==> src/rtl/sft_defs.svh <==
/*
 Constants for the subsystem flag / external trigger block.
 Assumes inclusion by the top module only; the package does not include it.
*/
// Overview of operation
// - In remote terminal mode a low shared input sets the subsystem flag bit of every transmitted status word.
// - In controller or monitor modes the input is a trigger, ignored in non-enhanced controller and message monitor.
// - In legacy enhanced controller mode with the enable bit set, a rising edge starts the controller.
// - In enhanced controller mode a wait-for-trigger instruction stalls until a rising edge, then proceeds.
// - In word monitor mode with the enable bit set, a rising edge starts monitor operation.
`ifndef SFT_DEFS_SVH
`define SFT_DEFS_SVH
`define SFT_TRIG_EN_BIT   7
`define SFT_CFG1_RESET    16'h0000
`define SFT_SYNC_RESET    1'h1
`endif

==> src/rtl/sft_pkg.sv <==
/*
 Types for the subsystem flag / external trigger block.
 Assumes the defs header is included alongside.
*/
package sft_pkg;
    typedef enum logic [2:0] {
        SFT_MODE_RT,
        SFT_MODE_BC_LEGACY,
        SFT_MODE_BC_LEGACY_ENH,
        SFT_MODE_BC_ENH,
        SFT_MODE_WORD_MON,
        SFT_MODE_MSG_MON
    } sft_mode_t;

    typedef struct packed {
        logic bc_start;
        logic wait_release;
        logic monitor_start;
    } sft_trig_t;
endpackage : sft_pkg

==> src/rtl/sft_flag_trigger.sv <==
/*
 Shared subsystem-flag / external-trigger input handling.
 Assumes mode and configuration come from the surrounding terminal logic
 on the same clock; the pin itself is driven from outside.
*/
`timescale 1ns/1ps
`include "sft_defs.svh"
module sft_flag_trigger
    import sft_pkg::*;
(
    input  wire logic        clock,
    input  wire logic        rst,
    input  wire sft_mode_t   mode,
    input  wire logic [15:0] config_reg1,
    input  wire logic        wait_for_trigger_instruction,
    input  wire logic        subsystem_flag_in,
    output logic             status_subsystem_flag,
    output sft_trig_t        trig,
    output logic             sequencer_stall
);
    logic sync1;
    logic sync2;
    logic sync_prev;
    logic rise;
    logic trig_en;
    logic wait_pending;

    // Pin may be asynchronous; idle high so reset cannot fake an edge
    always_ff @(posedge clock or posedge rst)
    begin
        if (rst)
        begin
            sync1     <= `SFT_SYNC_RESET;
            sync2     <= `SFT_SYNC_RESET;
            sync_prev <= `SFT_SYNC_RESET;
        end
        else
        begin
            sync1     <= subsystem_flag_in;
            sync2     <= sync1;
            sync_prev <= sync2;
        end
    end

    assign rise    = sync2 && !sync_prev;
    assign trig_en = config_reg1[`SFT_TRIG_EN_BIT];

    // Active-low flag, sampled for each status word
    always_ff @(posedge clock or posedge rst)
    begin
        if (rst)
            status_subsystem_flag <= 1'b0;
        else
            status_subsystem_flag <= (mode == SFT_MODE_RT) && !sync2;
    end

    always_ff @(posedge clock or posedge rst)
    begin
        if (rst)
            trig <= '0;
        else
        begin
            trig.bc_start      <= rise && trig_en && (mode == SFT_MODE_BC_LEGACY_ENH);
            trig.monitor_start <= rise && trig_en && (mode == SFT_MODE_WORD_MON);
            trig.wait_release  <= rise && wait_pending && (mode == SFT_MODE_BC_ENH);
        end
    end

    // Stall holds from instruction until an edge; edge must follow the instruction
    always_ff @(posedge clock or posedge rst)
    begin
        if (rst)
            wait_pending <= 1'b0;
        else if (mode != SFT_MODE_BC_ENH)
            wait_pending <= 1'b0;
        else if (wait_pending && rise)
            wait_pending <= 1'b0;
        else if (wait_for_trigger_instruction)
            wait_pending <= 1'b1;
    end

    always_ff @(posedge clock or posedge rst)
    begin
        if (rst)
            sequencer_stall <= 1'b0;
        else
            sequencer_stall <= (mode == SFT_MODE_BC_ENH)
                               && ((wait_pending && !rise) || (!wait_pending && wait_for_trigger_instruction));
    end

    rise_pulse_a: assert property (@(posedge clock) disable iff (rst)
        rise |=> !rise) else $error("trigger pulse longer than one cycle");
    flag_follow_a: assert property (@(posedge clock) disable iff (rst)
        (mode == SFT_MODE_RT && !sync2) |=> status_subsystem_flag) else $error("flag not set");
    flag_other_a: assert property (@(posedge clock) disable iff (rst)
        (mode != SFT_MODE_RT) |=> !status_subsystem_flag) else $error("flag set outside rt");
    bc_start_a: assert property (@(posedge clock) disable iff (rst)
        (rise && trig_en && mode == SFT_MODE_BC_LEGACY_ENH) |=> trig.bc_start) else $error("bc start missed");
    mon_start_a: assert property (@(posedge clock) disable iff (rst)
        (rise && trig_en && mode == SFT_MODE_WORD_MON) |=> trig.monitor_start) else $error("monitor start missed");
    no_effect_a: assert property (@(posedge clock) disable iff (rst)
        (mode == SFT_MODE_BC_LEGACY || mode == SFT_MODE_MSG_MON) |=> (trig == '0)) else $error("trigger acted");
    disabled_trig_a: assert property (@(posedge clock) disable iff (rst)
        !trig_en |=> !trig.bc_start && !trig.monitor_start) else $error("trigger while disabled");
    wait_release_a: assert property (@(posedge clock) disable iff (rst)
        (wait_pending && rise && mode == SFT_MODE_BC_ENH) |=> trig.wait_release && !sequencer_stall)
        else $error("wait not released");
    wait_hold_a: assert property (@(posedge clock) disable iff (rst)
        (wait_pending && !rise && mode == SFT_MODE_BC_ENH) |=> sequencer_stall) else $error("stall dropped");
    edge_delay_a: assert property (@(posedge clock) disable iff (rst)
        ($rose(sync1) && mode == SFT_MODE_WORD_MON && trig_en) |-> ##2 trig.monitor_start)
        else $error("edge latency wrong");

    // Mode gating: each pulse may only come from its own mode
    bc_mode_only_a: assert property (
        @(posedge clock) disable iff (rst)
        (mode != SFT_MODE_BC_LEGACY_ENH) |=> !trig.bc_start
    ) else $error("bc start outside legacy enhanced mode");

    mon_mode_only_a: assert property (
        @(posedge clock) disable iff (rst)
        (mode != SFT_MODE_WORD_MON) |=> !trig.monitor_start
    ) else $error("monitor start outside word monitor mode");

    release_mode_only_a: assert property (
        @(posedge clock) disable iff (rst)
        (mode != SFT_MODE_BC_ENH) |=> !trig.wait_release
    ) else $error("wait release outside enhanced mode");

    stall_mode_only_a: assert property (
        @(posedge clock) disable iff (rst)
        (mode != SFT_MODE_BC_ENH) |=> !sequencer_stall
    ) else $error("stall outside enhanced mode");

    rt_no_trig_a: assert property (
        @(posedge clock) disable iff (rst)
        (mode == SFT_MODE_RT) |=> (trig == '0)
    ) else $error("trigger pulse in remote terminal mode");

    trig_onehot_a: assert property (
        @(posedge clock) disable iff (rst)
        $onehot0(trig)
    ) else $error("more than one trigger pulse at once");

    // Wait sequencing; an edge before the instruction must not release it
    release_needs_wait_a: assert property (
        @(posedge clock) disable iff (rst)
        !wait_pending |=> !trig.wait_release
    ) else $error("release without pending wait");

    stall_enter_a: assert property (
        @(posedge clock) disable iff (rst)
        (mode == SFT_MODE_BC_ENH && !wait_pending && wait_for_trigger_instruction) |=> sequencer_stall
    ) else $error("stall not raised by wait instruction");

    pending_set_a: assert property (
        @(posedge clock) disable iff (rst)
        (mode == SFT_MODE_BC_ENH && !wait_pending && wait_for_trigger_instruction) |=> wait_pending
    ) else $error("wait not recorded");

    pending_clear_a: assert property (
        @(posedge clock) disable iff (rst)
        (mode == SFT_MODE_BC_ENH && wait_pending && rise) |=> !wait_pending
    ) else $error("wait not cleared by edge");

    stall_idle_a: assert property (
        @(posedge clock) disable iff (rst)
        (!wait_pending && !wait_for_trigger_instruction) |=> !sequencer_stall
    ) else $error("stall without wait");

    stall_pending_a: assert property (
        @(posedge clock) disable iff (rst)
        sequencer_stall |-> wait_pending
    ) else $error("stall without pending wait");

    release_ends_stall_a: assert property (
        @(posedge clock) disable iff (rst)
        trig.wait_release |-> !sequencer_stall
    ) else $error("stall kept at release");

    release_after_wait_a: assert property (
        @(posedge clock) disable iff (rst)
        trig.wait_release |-> $past(wait_pending)
    ) else $error("release without earlier wait");

    early_edge_a: assert property (
        @(posedge clock) disable iff (rst)
        (mode == SFT_MODE_BC_ENH && !wait_pending && rise) |=> !trig.wait_release
    ) else $error("edge before instruction released wait");

    // Pulse shape, synchroniser chain and status flag clear
    no_edge_quiet_a: assert property (
        @(posedge clock) disable iff (rst)
        !rise |=> (trig == '0)
    ) else $error("trigger pulse without edge");

    bc_pulse_one_a: assert property (
        @(posedge clock) disable iff (rst)
        trig.bc_start |=> !trig.bc_start
    ) else $error("bc start longer than one cycle");

    mon_pulse_one_a: assert property (
        @(posedge clock) disable iff (rst)
        trig.monitor_start |=> !trig.monitor_start
    ) else $error("monitor start longer than one cycle");

    rel_pulse_one_a: assert property (
        @(posedge clock) disable iff (rst)
        trig.wait_release |=> !trig.wait_release
    ) else $error("wait release longer than one cycle");

    sync_chain_a: assert property (
        @(posedge clock) disable iff (rst)
        1'b1 |=> (sync2 == $past(sync1))
    ) else $error("second sync stage skipped");

    prev_chain_a: assert property (
        @(posedge clock) disable iff (rst)
        1'b1 |=> (sync_prev == $past(sync2))
    ) else $error("edge history stage skipped");

    flag_clear_a: assert property (
        @(posedge clock) disable iff (rst)
        sync2 |=> !status_subsystem_flag
    ) else $error("flag set while pin high");
endmodule : sft_flag_trigger

==> config.mk <==
export PLATFORM = sky130hd
export DESIGN_NAME = sft_flag_trigger
export DESIGN_NICKNAME = d
export VERILOG_FILES = /design/src/rtl/sft_pkg.sv /design/src/rtl/sft_flag_trigger.sv
export VERILOG_INCLUDE_DIRS = /design/src /design/src/rtl
export SDC_FILE = /design/constraint.sdc
export NUM_CORES = 1
export LEC_CHECK = 0
export CELL_PAD_IN_SITES_DETAIL_PLACEMENT = 0
export CELL_PAD_IN_SITES_GLOBAL_PLACEMENT = 1
export CORE_AREA = 3 3 40 42
export CTS_CLUSTER_SIZE = 24
export DETAILED_ROUTE_END_ITERATION = 10
export DIE_AREA = 0 0 43 45
export DONT_BUFFER_PORTS = 1
export PLACE_DENSITY_LB_ADDON = 0.1
export SYNTH_ARGS = -nofsm -noshare
export SYNTH_HDL_FRONTEND = slang
export SYNTH_SLANG_ARGS = --single-unit
==> constraint.sdc <==
create_clock -name clock -period 1.2 [get_ports clock]
set_input_delay 0.06 -clock clock [delete_from_list [all_inputs] [get_ports clock]]
set_output_delay 0.06 -clock clock [all_outputs]
set_load 0.05 [all_outputs]
==> flow_summary.ini <==
[timing]
drv_slew = 0
finalHoldViolCount = 0
timing.fmax_ghz = 0.965
whs_ns = 0.0151
grt_setup_unrepaired = false
maxSlewHeadroom = 0.696
period_share = 0.863
setup-tns-final_ns = 0
worst_slew_pin_slew_ns = 0.456
fin_worst_skew_ns = 0.00260
setup_viol = 0
min_period_ns = 1.04

[cts]
cts_tree = done
clk_pin_slew_ns = 0.06
cts_buffer_depth = 2
htreeDepth = 1
cts.sinks = 9
cts_buffers = 3
insertion_delay_ns = 0.25
cts_resized = 0
cts-root-buf = clkbuf_4
cts_hold_buf = 5
cts_setup_buffers = 0

[floorplan]
die_area_um2 = 1940
die_height_um = 45
pin_count = 28
initial_core_util = 0.244
core_um2 = 1280
die_x_um = 43
rows = 13

[global_routing]
overflow = 0
grt_use_met2 = 0.0988
grt_pass1_vias = 215
grt_pass1_wl_um = 924
grt_util_met1 = 0.0850
grtUsageMet3 = 0.0598
grt-busiest-layer = met2
antenna_found_initial = 0
track_usage = 0.0717
grt_max_degree = 10

[job]
cap_violations = 0

[layout]
multi_input_area_um2 = 81.3
fin_util = 0.318
nFillCells = 133
area_growth_pct = 30.3
drive_gt1_frac = 0.276
antenna_cells = 0
seq_area_um2 = 229
fin_nets = 53

[yosys]
post_synth.cell_area_avg_um2 = 15.7
ys_warn_count = 0
synth-async-reset-ratio = 1.00
postSynthNetCount = 43
synth_commonest_cells = dfrtp_1, dfstp_2, nand3b_1
synthMostInstantiatedCell = dfrtp_1
syn_area_um2 = 314
ys_seq_elements = 9
synth_edf_count = 0
synthCells = 20
synth_ff_type = dfrtp_1
seq_area_frac_synth = 0.729
yosys.area.top_type = dfrtp_1
synth_top_cell_area_share = 0.478
ys_types = 8
synth_area_leaders = dfrtp_1, dfstp_2, nor4b_2

[detailed_routing]
vias = 192
drc_errors = 0
via_per_inst = 4.36
wl_per_cell_um = 13.3
dr.pass1.iters = 4
drt_iter0_drc = 5
totalWireLength_um = 585
ant_nets = 0

[worst_hold_path]
worst_hold_path_type = in2reg
holdPathStages = 2

[setup_path]
cp_max_fo = 4
cp-start-kind = flop
worstRegToRegCells = 2
arrival_ns = 1.20
endpoint_kind = flop
required_ns = 1.36
crit_type = reg2reg

[pwr]
clockPowerShare = 0.384
pwr-share-comb = 0.055
p_sw_uw = 129
powerDensity_nw_per_um2 = 1440
leakage_nw = 0.169
ir_worst_vdd_mv = 0.691
power_frac_seq = 0.561
p_total_uw = 590
swShare = 0.218
cell_internal_pwr_uw = 461

[run_status]
status = finished clean

[place]
hpwl_um = 412
portBuffers = 0
place_congestion = 0.641
==> metrics by stage <==
stage,instance area [um2],instances,setup slack [ns]
5_1_grt,409,44,0.0753
3_5_place_dp,333,35,0.167
6_report,409,44,0.164
4_1_cts,409,44,0.144
3_3_place_gp,333,35,0.158
2_1_floorplan,314,20,0.235
==> cell type report <==
class,count,area share
timing repair buffer,5,0.122
tap,15,0.0459
clock buffer,4,0.0642
sequential,9,0.560
inverter,1,0.00917
multi-input combinational,10,0.199
==> routing by layer <==
metal | part of all wire | vias to the layer above | routed length (um)
li1 | - | 88 | -
met1 | 0.45 | 93 | 265
met2 | 0.44 | 11 | 259
met3 | 0.10 | 0 | 60
met4 | 0 | 0 | 0
met5 | 0 | - | 0
==> critical path: stages, from the launching register on <==
cell and delay (ns):
dfstp_2 0.56, nand3b_1 0.13, nor4b_2 0.26
==> sequential cells by signal, indices dropped and copies added, names as in the netlist <==
signal and flops:
sequencer_stall 1, status_subsystem_flag 1, sync1 1, sync2 1
sync_prev 1, trig 3, wait_pending 1
==> power groups by stage <==
| stage | Combinational (mW) | Clock, mW | Sequential (mW) |
|---|---|---|---|
| after floorplan | 0.0140 | 0 | 0.334 |
| after global placement | 0.0165 | 0 | 0.336 |
| final | 0.0326 | 0.227 | 0.331 |
| after CTS | 0.0334 | 0.242 | 0.331 |
| after global routing | 0.0373 | 0.259 | 0.332 |
| after detailed placement | 0.0168 | 0 | 0.336 |
==> cells in the final DEF (no fill, tap or decap), drive strengths merged <==
cell,instances
clkbuf,4
nor2,2
nor4,1
nor4b,2
dfstp,3
inv,1
nand3b,3
nor3b,2
dfrtp,6
dlygate4sd3,5
==> logic make-up (layout without fill, tap and decap cells) <==
| kind of cell | Yosys count | after routing | synth area share |
|---|---|---|---|
| simple gates | 10 | 10 | 0.259 |
| flops | 9 | 9 | 0.729 |
| buf+inv | 1 | 10 | 0.0119 |
==> final timing paths <==
kind	startpoint	end	slack, ns
setup / recovery	sync2	trig[0]	0.16
hold / removal	mode[0]	wait_pending	0.02
setup reg to reg	sync2	trig[0]	0.16
hold reg to reg	sync1	sync2	0.36
max in group asynchronous	rst	sync2	0.70
min in group asynchronous	rst	status_subsystem_flag	0.20
Note: power is estimated with default switching activity, not from simulation.
